**src/rtl/rclk_consts.svh**
```systemverilog
// constants of the reclocker control logic: offsets, fields, resets, timing
`ifndef RCLK_CONSTS_SVH
`define RCLK_CONSTS_SVH
`define RCLK_OFF_CTRL 8'h00
`define RCLK_OFF_STAT 8'h04
`define RCLK_OFF_RATE 8'h08
`define RCLK_CTRL_SEL_LSB 0
`define RCLK_CTRL_MUTE_N 2
`define RCLK_CTRL_FORCE 3
`define RCLK_CTRL_AUXCLK 4
`define RCLK_CTRL_MUTE_FROM_LOCK 5
`define RCLK_CTRL_RESET 32'h0000_0004
`define RCLK_RATE_RESET 32'h0000_0001
`define RCLK_STAT_LOCK 0
`define RCLK_STAT_STD 1
`define RCLK_STAT_BYPASS 2
`define RCLK_STAT_MUTED 3
`define RCLK_CLK_MHZ 125
`define RCLK_REF_NS 37
`define RCLK_REF_CYC ((`RCLK_REF_NS * `RCLK_CLK_MHZ + 999) / 1000)
`define RCLK_LOSS_US 1000
`define RCLK_LOSS_CYC ((`RCLK_LOSS_US * `RCLK_CLK_MHZ))
`define RCLK_ACQ_US 15000
`define RCLK_ACQ_CYC ((`RCLK_ACQ_US * `RCLK_CLK_MHZ))
`define RCLK_RESP_OKAY 2'b00
`define RCLK_RESP_SLVERR 2'b10
`endif

```
**src/rtl/rclk_pkg.sv**
```systemverilog
// types of the reclocker control logic
`default_nettype none
package rclk_pkg;
  typedef enum logic [1:0] {
    RCLK_PATH_RETIME = 2'b00,
    RCLK_PATH_BYPASS = 2'b01,
    RCLK_PATH_MUTE = 2'b10
  } rclk_path_type;
  typedef enum logic [1:0] {
    RCLK_LK_IDLE = 2'b00,
    RCLK_LK_ACQ = 2'b01,
    RCLK_LK_LOCKED = 2'b10
  } rclk_lock_type;
endpackage
`default_nettype wire

```
**src/rtl/rclk_ctl_if.sv**
```systemverilog
// bundle between the register slave and the control core
`timescale 1ns/1ns
`default_nettype none
interface rclk_ctl_if;
  logic [31:0] ctrl;
  logic [31:0] stat;
  logic [31:0] rate_cfg;
  modport regs (output ctrl, output rate_cfg, input stat);
  modport core (input ctrl, input rate_cfg, output stat);
endinterface
`default_nettype wire

```
**src/rtl/rclk_axil_regs.sv**
```systemverilog
// axi4-lite slave holding control and rate registers and reading back status from the core
`timescale 1ns/1ns
`default_nettype none
`include "rclk_consts.svh"
module rclk_axil_regs
  import rclk_pkg::*;
(
  input wire logic aclk,
  input wire logic aresetn,
  input wire logic [7:0] awaddr,
  input wire logic awvalid,
  output logic awready,
  input wire logic [31:0] wdata,
  input wire logic [3:0] wstrb,
  input wire logic wvalid,
  output logic wready,
  output logic [1:0] bresp,
  output logic bvalid,
  input wire logic bready,
  input wire logic [7:0] araddr,
  input wire logic arvalid,
  output logic arready,
  output logic [31:0] rdata,
  output logic [1:0] rresp,
  output logic rvalid,
  input wire logic rready,
  rclk_ctl_if.regs ctl
);
  logic [7:0] aw_reg;
  logic aw_have_reg;
  logic [31:0] w_reg;
  logic [3:0] s_reg;
  logic w_have_reg;
  logic [31:0] ctrl_reg;
  logic [31:0] rate_reg;

  // byte-lane merge
  function automatic logic [31:0] merge(input logic [31:0] old, input logic [31:0] nw,
                                        input logic [3:0] st);
    logic [31:0] r;
    r = old;
    for (int i = 0; i < 4; i++) begin
      if (st[i]) begin
        r[i*8 +: 8] = nw[i*8 +: 8];
      end
    end
    return r;
  endfunction

  // next holding and answer state, so that the ready flags can sit in flops
  logic aw_have_next;
  logic w_have_next;
  logic bvalid_next;
  logic rvalid_next;
  assign bvalid_next = (aw_have_reg && w_have_reg) || (bvalid && !bready);
  assign aw_have_next = !(aw_have_reg && w_have_reg) && (aw_have_reg || (awvalid && awready));
  assign w_have_next = !(aw_have_reg && w_have_reg) && (w_have_reg || (wvalid && wready));
  assign rvalid_next = (arvalid && arready) || (rvalid && !rready);

  // registered ready flags: each open only while its own channel holds nothing and no answer is pending
  always_ff @(posedge aclk) begin
    if (!aresetn) begin
      awready <= 1'b0;
      wready <= 1'b0;
      arready <= 1'b0;
    end else begin
      awready <= !aw_have_next && !bvalid_next;
      wready <= !w_have_next && !bvalid_next;
      arready <= !rvalid_next;
    end
  end
  assign ctl.ctrl = ctrl_reg;
  assign ctl.rate_cfg = rate_reg;

  // write channel capture, either order
  always_ff @(posedge aclk) begin
    if (!aresetn) begin
      aw_have_reg <= 1'b0;
      w_have_reg <= 1'b0;
      aw_reg <= 8'h00;
      w_reg <= 32'h0000_0000;
      s_reg <= 4'h0;
    end else if (aw_have_reg && w_have_reg) begin
      aw_have_reg <= 1'b0;
      w_have_reg <= 1'b0;
    end else begin
      if (awvalid && awready) begin
        aw_have_reg <= 1'b1;
        aw_reg <= awaddr;
      end
      if (wvalid && wready) begin
        w_have_reg <= 1'b1;
        w_reg <= wdata;
        s_reg <= wstrb;
      end
    end
  end

  // register update and write response
  always_ff @(posedge aclk) begin
    if (!aresetn) begin
      ctrl_reg <= `RCLK_CTRL_RESET;
      rate_reg <= `RCLK_RATE_RESET;
      bvalid <= 1'b0;
      bresp <= `RCLK_RESP_OKAY;
    end else if (aw_have_reg && w_have_reg) begin
      bvalid <= 1'b1;
      bresp <= `RCLK_RESP_OKAY;
      case (aw_reg)
        `RCLK_OFF_CTRL: ctrl_reg <= merge(ctrl_reg, w_reg, s_reg) & 32'h0000_003F;
        `RCLK_OFF_RATE: rate_reg <= merge(rate_reg, w_reg, s_reg) & 32'h0000_0001;
        `RCLK_OFF_STAT: bresp <= `RCLK_RESP_OKAY;
        default: bresp <= `RCLK_RESP_SLVERR;
      endcase
    end else if (bvalid && bready) begin
      bvalid <= 1'b0;
    end
  end

  // read channel
  always_ff @(posedge aclk) begin
    if (!aresetn) begin
      rvalid <= 1'b0;
      rdata <= 32'h0000_0000;
      rresp <= `RCLK_RESP_OKAY;
    end else if (arvalid && arready) begin
      rvalid <= 1'b1;
      rresp <= `RCLK_RESP_OKAY;
      case (araddr)
        `RCLK_OFF_CTRL: rdata <= ctrl_reg;
        `RCLK_OFF_STAT: rdata <= ctl.stat;
        `RCLK_OFF_RATE: rdata <= rate_reg;
        default: begin
          rdata <= 32'h0000_0000;
          rresp <= `RCLK_RESP_SLVERR;
        end
      endcase
    end else if (rvalid && rready) begin
      rvalid <= 1'b0;
    end
  end
endmodule
`default_nettype wire

```
**src/rtl/rclk_top.sv**
```systemverilog
// control and indicator logic of the serial video reclocker
//
// What this block does
// - two-bit code picks one of four inputs
// - lock high only with data, after loop lock or the acquisition time
// - forced passthrough holds lock indicator low
// - mute low silences both outputs
// - mute wins over bypass
// - mute input defaults inactive high
// - forced passthrough passes data unretimed
// - auto bypass when unlocked or unsupported rate
// - forced passthrough defaults low
// - unmuted: lock low bypasses, lock high retimes at a supported rate
// - lock tied to mute mutes when unlocked
// - standard indicator high at 270 Mbps
// - standard indicator registered, valid when locked
// - standard indicator valid one reference period later
// - no data transition for 1 ms drops lock
// - standard indicator low while unlocked
// - aux select high gives clock, else data
// - select bits default to input 0
// - lock within 15 ms of first transition
// - aux clock muted during bypass
// - muted output static, legs opposite
// - aux clock edge centred in bit
//
// The implementer's own choices: the AXI4-Lite slave port and the register offsets.
`timescale 1ns/1ns
`default_nettype none
`include "rclk_consts.svh"
module rclk_top
  import rclk_pkg::*;
#(
  parameter int unsigned LOSS_CYC = `RCLK_LOSS_CYC,
  parameter int unsigned ACQ_CYC = `RCLK_ACQ_CYC
)(
  input wire logic aclk,
  input wire logic aresetn,
  input wire logic [7:0] s_axi_awaddr,
  input wire logic s_axi_awvalid,
  output logic s_axi_awready,
  input wire logic [31:0] s_axi_wdata,
  input wire logic [3:0] s_axi_wstrb,
  input wire logic s_axi_wvalid,
  output logic s_axi_wready,
  output logic [1:0] s_axi_bresp,
  output logic s_axi_bvalid,
  input wire logic s_axi_bready,
  input wire logic [7:0] s_axi_araddr,
  input wire logic s_axi_arvalid,
  output logic s_axi_arready,
  output logic [31:0] s_axi_rdata,
  output logic [1:0] s_axi_rresp,
  output logic s_axi_rvalid,
  input wire logic s_axi_rready,
  input wire logic serial_in_0,
  input wire logic serial_in_1,
  input wire logic serial_in_2,
  input wire logic serial_in_3,
  input wire logic recovered_clk,
  input wire logic recovered_data,
  input wire logic loop_locked,
  output logic lock_indicator,
  output logic std_rate_indicator,
  output logic primary_serial_out,
  output logic primary_serial_out_n,
  output logic aux_serial_out,
  output logic aux_serial_out_n,
  output logic selected_raw
);
  localparam int unsigned REF_CYC = `RCLK_REF_CYC;

  // refuse counts that the lock and settle counters cannot serve
  if (LOSS_CYC < 2 || ACQ_CYC < 2 || REF_CYC < 1 || REF_CYC > 255) begin : g_bad_counts
    $error("rclk_top: LOSS_CYC, ACQ_CYC need 2 or more, settle count 1 to 255");
  end

  rclk_ctl_if ctl();

  // ----------------------------------------------------------------
  // register slave
  // ----------------------------------------------------------------
  rclk_axil_regs u_regs (
    .aclk(aclk),
    .aresetn(aresetn),
    .awaddr(s_axi_awaddr),
    .awvalid(s_axi_awvalid),
    .awready(s_axi_awready),
    .wdata(s_axi_wdata),
    .wstrb(s_axi_wstrb),
    .wvalid(s_axi_wvalid),
    .wready(s_axi_wready),
    .bresp(s_axi_bresp),
    .bvalid(s_axi_bvalid),
    .bready(s_axi_bready),
    .araddr(s_axi_araddr),
    .arvalid(s_axi_arvalid),
    .arready(s_axi_arready),
    .rdata(s_axi_rdata),
    .rresp(s_axi_rresp),
    .rvalid(s_axi_rvalid),
    .rready(s_axi_rready),
    .ctl(ctl.regs)
  );

  // ----------------------------------------------------------------
  // control decode
  // ----------------------------------------------------------------
  logic [1:0] sel;
  logic mute_n;
  logic force_bypass;
  logic aux_clk_mode;
  logic mute_from_lock;
  logic rate_ok;
  assign sel = ctl.ctrl[`RCLK_CTRL_SEL_LSB +: 2];
  assign mute_n = ctl.ctrl[`RCLK_CTRL_MUTE_N];
  assign force_bypass = ctl.ctrl[`RCLK_CTRL_FORCE];
  assign aux_clk_mode = ctl.ctrl[`RCLK_CTRL_AUXCLK];
  assign mute_from_lock = ctl.ctrl[`RCLK_CTRL_MUTE_FROM_LOCK];
  assign rate_ok = ctl.rate_cfg[0];

  // input chooser function
  function automatic logic pick(input logic [1:0] s, input logic [3:0] d);
    case (s)
      2'b00: pick = d[0];
      2'b01: pick = d[1];
      2'b10: pick = d[2];
      2'b11: pick = d[3];
      default: pick = d[0];
    endcase
  endfunction

  logic chosen;
  assign chosen = pick(sel, {serial_in_3, serial_in_2, serial_in_1, serial_in_0});

  // ----------------------------------------------------------------
  // lock tracking
  // ----------------------------------------------------------------
  rclk_lock_type lk_reg;
  logic [31:0] acq_cnt_reg;
  logic [31:0] idle_cnt_reg;
  logic prev_in_reg;
  logic [1:0] prev_sel_reg;
  logic edge_seen;
  assign edge_seen = (chosen != prev_in_reg) && (sel == prev_sel_reg);

  // remember last sample and select
  always_ff @(posedge aclk) begin
    if (!aresetn) begin
      prev_in_reg <= 1'b0;
      prev_sel_reg <= 2'b00;
    end else begin
      prev_in_reg <= chosen;
      prev_sel_reg <= sel;
    end
  end

  // lock state machine: idle, acquiring, locked
  always_ff @(posedge aclk) begin
    if (!aresetn) begin
      lk_reg <= RCLK_LK_IDLE;
      acq_cnt_reg <= 32'h0000_0000;
      idle_cnt_reg <= 32'h0000_0000;
    end else if (sel != prev_sel_reg || force_bypass) begin
      lk_reg <= RCLK_LK_IDLE;
      acq_cnt_reg <= 32'h0000_0000;
      idle_cnt_reg <= 32'h0000_0000;
    end else begin
      idle_cnt_reg <= edge_seen ? 32'h0000_0000 : idle_cnt_reg + 32'h0000_0001;
      case (lk_reg)
        RCLK_LK_IDLE: begin
          if (edge_seen) begin
            lk_reg <= RCLK_LK_ACQ;
            acq_cnt_reg <= 32'h0000_0000;
          end
        end
        RCLK_LK_ACQ: begin
          acq_cnt_reg <= acq_cnt_reg + 32'h0000_0001;
          if (idle_cnt_reg >= LOSS_CYC - 1) begin
            lk_reg <= RCLK_LK_IDLE;
          end else if (loop_locked || acq_cnt_reg >= ACQ_CYC - 2) begin
            lk_reg <= RCLK_LK_LOCKED;
          end
        end
        RCLK_LK_LOCKED: begin
          if (idle_cnt_reg >= LOSS_CYC - 1) begin
            lk_reg <= RCLK_LK_IDLE;
          end
        end
        default: lk_reg <= RCLK_LK_IDLE;
      endcase
    end
  end

  // next lock value; the rate indicator watches it so that both change on one edge
  // and the rate indicator never lags a falling lock
  logic lock_next;
  assign lock_next = (lk_reg == RCLK_LK_LOCKED) && !force_bypass;

  // lock indicator, low from the edge after forced passthrough is set
  always_ff @(posedge aclk) begin
    if (!aresetn) begin
      lock_indicator <= 1'b0;
    end else begin
      lock_indicator <= lock_next;
    end
  end

  // ----------------------------------------------------------------
  // standard rate indicator, settles one reference period after lock edge
  // ----------------------------------------------------------------
  logic [7:0] ref_cnt_reg;
  always_ff @(posedge aclk) begin
    if (!aresetn) begin
      ref_cnt_reg <= 8'h00;
      std_rate_indicator <= 1'b0;
    end else begin
      if (lock_next != lock_indicator) begin
        ref_cnt_reg <= REF_CYC[7:0] - 8'h01;
        std_rate_indicator <= 1'b0;
      end else if (ref_cnt_reg != 8'h00) begin
        ref_cnt_reg <= ref_cnt_reg - 8'h01;
      end else begin
        std_rate_indicator <= lock_next && rate_ok;
      end
    end
  end

  // ----------------------------------------------------------------
  // output path selection
  // ----------------------------------------------------------------
  logic muted;
  logic bypass;
  assign muted = !mute_n || (mute_from_lock && !lock_indicator);
  assign bypass = force_bypass || !lock_indicator || !rate_ok;

  rclk_path_type path_reg;
  always_ff @(posedge aclk) begin
    if (!aresetn) begin
      path_reg <= RCLK_PATH_BYPASS;
    end else if (muted) begin
      path_reg <= RCLK_PATH_MUTE;
    end else if (bypass) begin
      path_reg <= RCLK_PATH_BYPASS;
    end else begin
      path_reg <= RCLK_PATH_RETIME;
    end
  end

  // serial outputs; muted legs sit static and opposite
  always_ff @(posedge aclk) begin
    if (!aresetn) begin
      primary_serial_out <= 1'b0;
      primary_serial_out_n <= 1'b1;
      aux_serial_out <= 1'b0;
      aux_serial_out_n <= 1'b1;
      selected_raw <= 1'b0;
    end else begin
      selected_raw <= chosen;
      case (path_reg)
        RCLK_PATH_MUTE: begin
          primary_serial_out <= 1'b0;
          primary_serial_out_n <= 1'b1;
          aux_serial_out <= 1'b0;
          aux_serial_out_n <= 1'b1;
        end
        RCLK_PATH_BYPASS: begin
          primary_serial_out <= chosen;
          primary_serial_out_n <= !chosen;
          aux_serial_out <= aux_clk_mode ? 1'b0 : chosen;
          aux_serial_out_n <= aux_clk_mode ? 1'b1 : !chosen;
        end
        RCLK_PATH_RETIME: begin
          primary_serial_out <= recovered_data;
          primary_serial_out_n <= !recovered_data;
          aux_serial_out <= aux_clk_mode ? recovered_clk : recovered_data;
          aux_serial_out_n <= aux_clk_mode ? !recovered_clk : !recovered_data;
        end
        default: begin
          primary_serial_out <= 1'b0;
          primary_serial_out_n <= 1'b1;
          aux_serial_out <= 1'b0;
          aux_serial_out_n <= 1'b1;
        end
      endcase
    end
  end

  // status word
  assign ctl.stat = {28'h0000000, path_reg == RCLK_PATH_MUTE, path_reg == RCLK_PATH_BYPASS,
                     std_rate_indicator, lock_indicator};
endmodule
`default_nettype wire

```
**config.mk**
```make
export PLATFORM = sky130hd
export DESIGN_NAME = rclk_top
export DESIGN_NICKNAME = d
export VERILOG_FILES = /design/src/rtl/rclk_pkg.sv /design/src/rtl/rclk_ctl_if.sv /design/src/rtl/rclk_axil_regs.sv /design/src/rtl/rclk_top.sv
export VERILOG_INCLUDE_DIRS = /design/src /design/src/rtl
export SDC_FILE = /design/constraint.sdc
export NUM_CORES = 1
export LEC_CHECK = 0
export ABC_AREA = 1
export BUFFER_PORTS_ARGS = -buffer_cell sky130_fd_sc_hd__buf_2
export CAP_MARGIN = 25
export CORE_ASPECT_RATIO = 0.5
export CORE_MARGIN = 2
export CORE_UTILIZATION = 30
export CTS_BUF_LIST = sky130_fd_sc_hd__clkbuf_4 sky130_fd_sc_hd__clkbuf_8
export DETAILED_ROUTE_END_ITERATION = 8
export PLACE_DENSITY = 0.45
export RECOVER_POWER = 25
export SYNTH_ARGS = -nofsm -noshare
export SYNTH_HDL_FRONTEND = slang
export SYNTH_SLANG_ARGS = --single-unit
```
**constraint.sdc**
```tcl
create_clock -name aclk -period 3.2 [get_ports aclk]
set_clock_uncertainty 0.2 [all_clocks]
set_input_delay 0.32 -clock aclk [delete_from_list [all_inputs] [get_ports aclk]]
set_output_delay 0.32 -clock aclk [all_outputs]
set_load 0.02 [all_outputs]
```
==> results.md, run 1 <==
* Largest family of logic cells by synthesized area: simple AND/OR/NAND/NOR gates
* GRT Residual Overflow at 0
* Clk_lat worst skew at 0.46 ns
* Horiz. Die Dim at 210 um
* Mean post-synth cell area at 6.70 um^2
* Metal2 WL at 7320 um
* Synth top cells by count: 207 x nand2_1, 126 x nor2_1, 122 x dfxtp_1
* Max rail drop VDD at 0.228 mV
* Die height at 107 um
* Final setup vio count at 0
* Number of buffers created by CTS at 17
* GRT Util Overall at 15.7%
* Vias per cell at 4.59
* Vias in the first global route at 5805
* Worst Path Required at 3.39 ns
* Final hold viol count at 0
* Fin nets at 1102
* Dominant cells by area after synthesis: dfxtp_1 38%, nand2_1 12%, nor2_1 7.4%
* Sequential area share after synthesis at 38.3%
* Pwr dens at 482 nW/um^2
* Iteration-0 DRC Markers at 272
* Core region area at 20700 um^2
* Max-cap violations at 0
* Worst-margin pin slew at 1.03 ns
* Cell area after layout at 7400 um^2
* Max incr delay on CP at 0.43 ns
* First-pass GRT wire length at 28100 um
* Final Cycle Share at 74.1%
* Mux contribution to synthesized area at 0%
* Crit-path cells: ha_1 > nand3_1 > inv_1 > nand2_1 > nor2_2 > inv_1 > nor2_1 > inv_1 > o21ai_0 > nand3_1 > a21oi_1
* Kind of critical path: register to register
* Area Overhead vs Synth at 16.1%
* Root buf cell: clkbuf_8
* CP Max Fanout at 6
* Largest net degree at the start of global routing at 31
* DRC at 0
* I/O pin total at 114
* Compound-Gate Fraction of Synth Area at 13.2%
* Wirelength per Cell at 12.7 um
* Cell family with most CP delay: simple AND/OR/NAND/NOR gates
* Cell area after synthesis at 6370 um^2
* Met1 Wirelength at 8630 um
* Layout cells sized above 1 at 10.4%
* PortBufs at 56
* Ys async rst share at 0%
* Clock Path Buffers at 2
* Crit path DAT at 2.56 ns
* Post-Synth Adder-Cell Area at 0.786%
* Post-CTS setup buffers at 0
* Top routing layer used: met4
* Antenna-violating nets left at 0
* Initial core utilization at 30.8%
* H-tree levels at 4
* Synth warn at 0
* Mapped Cells at 951
* Unrepaired setup endpoints after global routing: no
* Setup tns final at 0 ns
* Slew Viols, Final at 0
* GPL Wtd Cong at 0.855
* Slowest CP cell: dfxtp_1
* Largest area contributor in the netlist: dfxtp_1
* DR vias at 6044
* Outcome: complete, no violations
* CP most frequent cell: inv_1
* Synth cell types at 48
* Minimum clock period at 2.37 ns
* Clock Sinks at 122
* WL final at 16800 um
* Synth top area share at 38.3%
* Antenna diode count at 0
* FP Rows at 37
* Max-slew headroom at 31.3%
* Wire length on met3 at 591 um
* Register clock-pin slew on the reported worst setup and hold paths at 0.09 ns
* Critical path launch point type: register
* Worst hold path type: input port to register
* F_max at 422 MHz
* Count leader, synth: nand2_1
* CP Capture Type: register
* Initial antenna violation count at 0
* Post-DP Area at 6830 um^2
* Synthesized flop and latch total at 122
* Leak at 2.85 nW
* Full die area at 22500 um^2
* Post-synth EDFFs at 0
* CTS tree: built
* Top FF cell, synth: dfxtp_1
* XOR/XNOR Fraction of Synth Area at 1.65%
* DP HPWL at 12500 um
* Post-Synth Simple-Gate Area at 34.6%
* Number of iterations in the first detailed-routing pass at 4
* CP Buf/Inv Count at 3
==> worst register-to-register path: cells and delay by family (launching register included) <==
family          cells  cell delay [ns]
compound gates      2             0.31
simple gates        5             0.80
fa+ha+maj           1             0.24
flops               1             0.43
buf+inv             3             0.33
==> what timing repair did <==
action / CTS / global route
gates resized for setup: 0 / 0
hold buffers: 20 / 0
hold endpoints to repair: 24 / 0
setup endpoints to repair: 0 / 0
==> final timing paths <==
kind / cells after the start / end / start / slack [ns]
setup / recovery: 11 / acq_cnt_reg[16] / acq_cnt_reg[1] / 0.83
hold / removal: 3 / u_regs.w_reg[0] / s_axi_wdata[0] / 0.03
setup reg to reg: 11 / acq_cnt_reg[16] / acq_cnt_reg[1] / 0.83
hold reg to reg: 1 / idle_cnt_reg[0] / idle_cnt_reg[0] / 0.25
==> cell type report <==
type	count	area, um^2
tap	273	342
sequential	122	2440
inverter	110	415
fill	2249	13300
timing repair buffer	82	503
clock inverter	15	156
multi-input combinational	699	3300
clock buffer	17	234
==> through the flow <==
step | setup slack [ns] | utilization (%) | power [W] | hold slack [ns] | cells
finish | 0.830 | 35.7 | 0.00357 | 0.0272 | 1318
global route | 0.601 | 35.7 | 0.00377 | 0.0592 | 1318
CTS | 0.865 | 35.9 | 0.00363 | 0.00166 | 1318
detailed placement | 0.880 | 33.0 | 0.00219 | 0.237 | 1266
global placement | 0.884 | 33.0 | 0.00218 | 0.230 | 1266
floorplan | 1.27 | - | 0.00209 | 0.218 | 978
==> cells in the final DEF (no fill, tap or decap), types with 5 or more instances in the layout <==
cell           synthesis  final
a21oi_1               86     86
buf_2                  3     41
buf_4                 28      5
clkbuf_1              12     16
clkbuf_8               0     17
clkinvlp_4             0      5
conb_1                 1     28
dfxtp_1              122    122
dlygate4sd3_1          0     20
inv_1                105    105
nand2_1              207    207
nand3_1               73     73
nand4_1               17     17
nor2_1               126    126
nor3_1                29     29
nor4_1                 9      9
o21ai_0               49     49
or2_2                 12     12
xnor2_1                5      5
xor2_1                 7      7
==> layer usage <==
layer,global-route usage [%],up-vias
li1,-,3211
met1,20.9,2706
met2,25.6,108
met3,3.13,19
met4,5.42,0
met5,0,-
==> cells by family (layout without fill, tap and decap cells) <==
kind of cell / after synthesis / after routing
simple gates: 499 / 499
buf+inv: 157 / 224
compound gates: 156 / 156
flops: 122 / 122
xor+xnor: 12 / 12
fa+ha+maj: 4 / 4
other cells: 1 / 28
==> where the power goes <==
group	internal (W)	total, W	leakage [nW]	switching [W]
logic	0.000169	0.000529	1.67	0.000360
registers	0.00159	0.00164	0.991	0.0000455
clock network	0.000643	0.00140	0.184	0.000758
No activity file was read; power rests on OpenSTA's default activity.
==> run 2: changes to the inputs <==
--- a/config.mk
+++ b/config.mk
@@ -6,7 +6,7 @@
 export SDC_FILE = /design/constraint.sdc
 export NUM_CORES = 1
 export LEC_CHECK = 0
-export ABC_AREA = 1
+export ABC_AREA = 0
 export BUFFER_PORTS_ARGS = -buffer_cell sky130_fd_sc_hd__buf_2
 export CAP_MARGIN = 25
 export CORE_ASPECT_RATIO = 0.5
@@ -14,7 +14,7 @@
 export CORE_UTILIZATION = 30
 export CTS_BUF_LIST = sky130_fd_sc_hd__clkbuf_4 sky130_fd_sc_hd__clkbuf_8
 export DETAILED_ROUTE_END_ITERATION = 8
-export PLACE_DENSITY = 0.45
+export PLACE_DENSITY = 0.47
 export RECOVER_POWER = 25
 export SYNTH_ARGS = -nofsm -noshare
 export SYNTH_HDL_FRONTEND = slang
==> constraint.sdc (replaced) <==
create_clock -name aclk -period 2.1 [get_ports aclk]
set_clock_uncertainty 0.2 [all_clocks]
set_input_delay 0.21 -clock aclk [delete_from_list [all_inputs] [get_ports aclk]]
set_output_delay 0.21 -clock aclk [all_outputs]
set_load 0.02 [all_outputs]
==> results.md, run 2 <==
* Vias per cell at 4.74
* Crit path DAT at 2.24 ns
* Max-slew headroom at 65.4%
* DRC at 0
* I/O pin total at 114
* Number of iterations in the first detailed-routing pass at 4
* Vias in the first global route at 4802
* Number of buffers created by CTS at 17
* Pwr dens at 730 nW/um^2
* Unrepaired setup endpoints after global routing: yes
* Post-DP Area at 7010 um^2
* CTS tree: built
* Clock Sinks at 122
* Max rail drop VDD at 0.409 mV
* Metal2 WL at 6760 um
* Synth top area share at 40.7%
* Worst hold path type: input port to register
* Critical path launch point type: register
* Core region area at 19500 um^2
* Cell area after synthesis at 6010 um^2
* GPL Wtd Cong at 0.793
* DR vias at 5261
* Mean post-synth cell area at 8.76 um^2
* Fin nets at 902
* WL final at 15400 um
* Max incr delay on CP at 0.50 ns
* Minimum clock period at 2.07 ns
* GRT Residual Overflow at 0
* Setup ws final at 0.0333 ns
* Slowest CP cell: or4_4
* Final setup vio count at 0
* CP Capture Type: register
* Post-synth EDFFs at 0
* DP Worst Slack at -0.131 ns
* Wire length on met3 at 581 um
* Synth warn at 0
* F_max at 484 MHz
* CP Max Fanout at 4
* Largest net degree at the start of global routing at 47
* Top FF cell, synth: dfxtp_1
* Dominant cells by area after synthesis: dfxtp_1 41%, mux2i_1 5.0%, nor2_1 4.1%
* Antenna diode count at 0
* Final hold viol count at 0
* Worst-margin pin slew at 0.519 ns
* Initial core utilization at 30.7%
* Initial antenna violation count at 0
* Root buf cell: clkbuf_8
* H-tree levels at 4
* Crit-path cells: buf_4 > xor2_2 > or3_4 > buf_6 > or4_4 > o21ai_2
* Slew Viols, Final at 0
* Iteration-0 DRC Markers at 297
* Full die area at 21200 um^2
* GRT Util Overall at 14.6%
* Outcome: complete, no violations
* Commonest non-fill, non-tap cell in the layout: dfxtp_1
* Sequential area share after synthesis at 40.7%
* Die height at 104 um
* FP Rows at 36
* Horiz. Die Dim at 204 um
* First-pass GRT wire length at 24900 um
* Ys async rst share at 0%
* Max-cap violations at 0
* Synth cell types at 66
* Largest area contributor in the netlist: dfxtp_1
* Final Cycle Share at 98.4%
* Leak at 3.07 nW
* Clk_lat worst skew at 0.44 ns
* Count leader, synth: dfxtp_1
* Hold slack at 0.0818 ns
* Register clock-pin slew on the reported worst setup and hold paths at 0.09 ns
* Kind of critical path: register to register
* Area Overhead vs Synth at 32.1%
* Mapped Cells at 686
* PortBufs at 56
* Most frequent cells in the layout: 115 x dfxtp_1, 73 x buf_4, 66 x nor2_1
* Wirelength per Cell at 13.9 um
* Worst Path Required at 2.27 ns
* Antenna-violating nets left at 0
* Synthesized flop and latch total at 122
* Layout cells sized above 1 at 26.2%
* Met1 Wirelength at 7940 um
* Synth top cells by count: 122 x dfxtp_1, 66 x nor2_1, 41 x nand2_1
* DP HPWL at 10800 um
* Clock Path Buffers at 2
* Setup tns final at 0 ns
* Cell area after layout at 7940 um^2
* Top routing layer used: met4
## run 2: power by group
part           switching (W)  total [W]  internal, W  leakage (nW)
Combinational       0.000529   0.000931     0.000403          1.86
Sequential         0.0000938    0.00252      0.00242         0.995
Clock                0.00102    0.00235      0.00133         0.212
## run 2: cell type report
cell class / instances / area [um^2]
Fill cell: 1991 / 11600
Multi-Input combinational cell: 515 / 3460
Sequential cell: 122 / 2460
Timing Repair Buffer: 159 / 1180
Tap cell: 266 / 333
Clock buffer: 18 / 248
Clock inverter: 13 / 191
Inverter: 17 / 63.8
## run 2: worst paths after layout
path	slack, ns	from	end	cells after the start
max	0.03	u_regs.ctl.ctrl[1]	acq_cnt_reg[24]	6
min	0.08	s_axi_araddr[2]	u_regs.rdata[0]	4
max reg2reg	0.03	u_regs.ctl.ctrl[1]	acq_cnt_reg[24]	6
min reg2reg	0.29	ref_cnt_reg[3]	ref_cnt_reg[3]	2
## run 2: per-stage QoR
step,power [W],util [%],cells
floorplan,0.00318,-,713
finish,0.00580,40.6,1110
CTS,0.00585,39.5,1109
global placement,0.00342,35.9,1052
global route,0.00610,40.6,1110
detailed placement,0.00343,35.9,1052
## run 2: repair_timing
item                                    4_1_cts  5_1_grt
pin swaps                                     2        7
hold buffers                                 22        0
resized for setup                             8       45
setup buffers                                 4        1
gates cloned                                  0        1
hold endpoints to repair                     28        0
endpoints found under the setup margin       57       63
## run 2: per-layer routing
metal	vias up	track usage (%)
met5	-	0
met1	2460	20.8
met3	10	3.54
met2	99	21.9
li1	2692	-
met4	0	3.99
## run 2: cells by family after synthesis
group | count (synthesis) | share of synthesized area (%)
AO/OA/AOI/OAI | 102 | 11.6
multiplexers | 35 | 5.98
buffers and inverters | 76 | 6.67
AND/OR/NAND/NOR | 302 | 27.8
flip-flops | 122 | 40.7
adder cells (fa/ha/maj) | 4 | 0.833
other | 1 | 0.0624
XOR/XNOR | 44 | 6.42
## run 2: critical path, delay by kind of cell, from the launching register on
kind / cells / cell delay (ns)
xor+xnor: 1 / 0.18
flops: 1 / 0.39
buf+inv: 2 / 0.29
simple gates: 2 / 0.87
compound gates: 1 / 0.06
==> run 3: changes to the inputs <==
--- a/config.mk
+++ b/config.mk
@@ -16,6 +16,7 @@
 export DETAILED_ROUTE_END_ITERATION = 8
 export PLACE_DENSITY = 0.47
 export RECOVER_POWER = 25
+export SETUP_SLACK_MARGIN = 0.3
 export SYNTH_ARGS = -nofsm -noshare
 export SYNTH_HDL_FRONTEND = slang
 export SYNTH_SLANG_ARGS = --single-unit
==> results.md, run 3 (synthesis gave the netlist of run 2 again) <==
* Outcome: complete, no violations
* Die height at 104 um
* Initial antenna violation count at 0
* Area Overhead vs Synth at 34.5%
* Worst-margin pin slew at 0.555 ns
* Max-slew headroom at 63.0%
* Combinational Power Share at 17.4%
* Crit-path cells: mux2i_4 > mux2i_2 > a211oi_4 > or2_4 > a211o_1
* Worst Path Required at 2.22 ns
* FP Rows at 36
* Full die area at 21200 um^2
* Number of buffers created by CTS at 17
* Net Sw Frac at 31.5%
* Slew Viols, Final at 0
* WL final at 15400 um
* Vias per cell at 4.76
* Most frequent cells in the layout: 99 x dfxtp_1, 66 x buf_4, 62 x nor2_1
* Post-route insts no fill at 1112
* P_sw at 0.00179 W
* Minimum clock period at 2.00 ns
* Max-cap violations at 0
* Unrepaired setup endpoints after global routing: yes
* Critical path launch point type: register
* GRT Residual Overflow at 0
* DP HPWL at 10900 um
* Fin nets at 903
* Vias in the first global route at 5036
* R2R cell count at 5
* DR vias at 5291
* Cell area after layout at 8080 um^2
* GRT Util Overall at 14.7%
* Post-DP Area at 7060 um^2
* Antenna diode count at 0
* Leak at 3.04 nW
* Commonest non-fill, non-tap cell in the layout: dfxtp_1
* DRC at 0
* Antenna-violating nets left at 0
* Hold path startpoint: s_axi_araddr[0]
* PortBufs at 56
* Initial core utilization at 30.7%
* GPL Wtd Cong at 0.776
* Register clock-pin slew on the reported worst setup and hold paths at 0.09 ns
* Multi-input logic area at 3570 um^2
* Clock Sinks at 122
* Worst Setup SP: u_regs.ctl.ctrl[1]
* CP Buf/Inv Count at 0
* Max rail drop VDD at 0.399 mV
* Seq pwr share at 44.4%
* CP Capture Type: register
* Core region area at 19500 um^2
* Largest net degree at the start of global routing at 47
* CTS tree: built
* Levels on crit path at 5
* Max incr delay on CP at 0.42 ns
* I/O pin total at 114
* Clock share of power at 38.2%
* Filler cells at 1978
* H-tree levels at 4
* Slowest CP cell: dfxtp_4
* Fin util at 41.3%
* Clk_lat worst skew at 0.44 ns
* Root buf cell: clkbuf_8
* Placed insts at 1037
* First-pass GRT wire length at 25300 um
* Horiz. Die Dim at 204 um
* Crit path DAT at 2.12 ns
* Clock Path Buffers at 2
* Storage cell area at 2490 um^2
* Number of iterations in the first detailed-routing pass at 5
* CP Max Fanout at 7
* Crit Reg-Reg Startpoint: u_regs.ctl.ctrl[1]
* Int Power at 0.00388 W
* Worst hold path type: input port to register
* Final setup vio count at 0
* Cell family with most CP delay: multiplexers
* F_max at 500 MHz
* Hold depth at 6
* Pwr dens at 702 nW/um^2
* Final hold viol count at 0
* Wirelength per Cell at 13.9 um
* Final Cycle Share at 95.2%
* Iteration-0 DRC Markers at 236
* Layout cells sized above 1 at 28.0%
* Kind of critical path: register to register
## run 3: worst paths after layout
kind	to	slack, ns
max	acq_cnt_reg[26]	0.1
min	u_regs.rdata[0]	0.08
max reg2reg	acq_cnt_reg[26]	0.1
min reg2reg	idle_cnt_reg[0]	0.26
## run 3: routing by layer
layer	track usage, %	part of all wire, %	up-vias
met5	0	0	-
met4	4.19	1.2	0
met3	3.20	3.4	15
met2	22.8	45	97
met1	20.5	51	2479
li1	-	-	2700
## run 3: layout make-up
class                      instances  area share (%)
multi-input combinational        515            44.2
tap                              266            4.12
sequential                       122            30.8
timing repair buffer             160            15.1
clock buffer                      18            3.07
inverter                          17           0.790
clock inverter                    14            1.87
## run 3: worst min-delay path, stage by stage
cell and delay, ns:
buf_2 0.07, nor2_1 0.03, nand2_1 0.11, nor2_1 0.05, a22oi_1 0.14, nor2b_1 0.06
## run 3: what timing repair did
item | in CTS | in global routing
resized for setup | 37 | 23
setup buffers | 10 | 10
endpoints found under the hold margin | 25 | 0
pin swaps | 12 | 16
hold buffers | 22 | 0
gates cloned | 1 | 0
setup endpoints to repair | 72 | 78
## run 3: per-stage QoR
step	worst slack [ns]	setup TNS [ns]	hold WS [ns]	power (W)
after floorplan	0.143	0	0.179	0.00320
after global placement	-0.0119	-0.0233	0.242	0.00342
after detailed placement	-0.0362	-0.189	0.250	0.00344
after CTS	0.0974	0	0.0501	0.00572
after global routing	0.0260	0	0.0914	0.00596
final	0.0999	0	0.0765	0.00567
## run 3: power by group through the flow
stage | combinational [W] | clock, W | sequential [W]
6_report | 0.000989 | 0.00216 | 0.00252
5_1_grt | 0.00109 | 0.00234 | 0.00254
4_1_cts | 0.000968 | 0.00224 | 0.00252
3_5_place_dp | 0.000868 | 0 | 0.00257
3_3_place_gp | 0.000856 | 0 | 0.00257
2_1_floorplan | 0.000629 | 0 | 0.00257
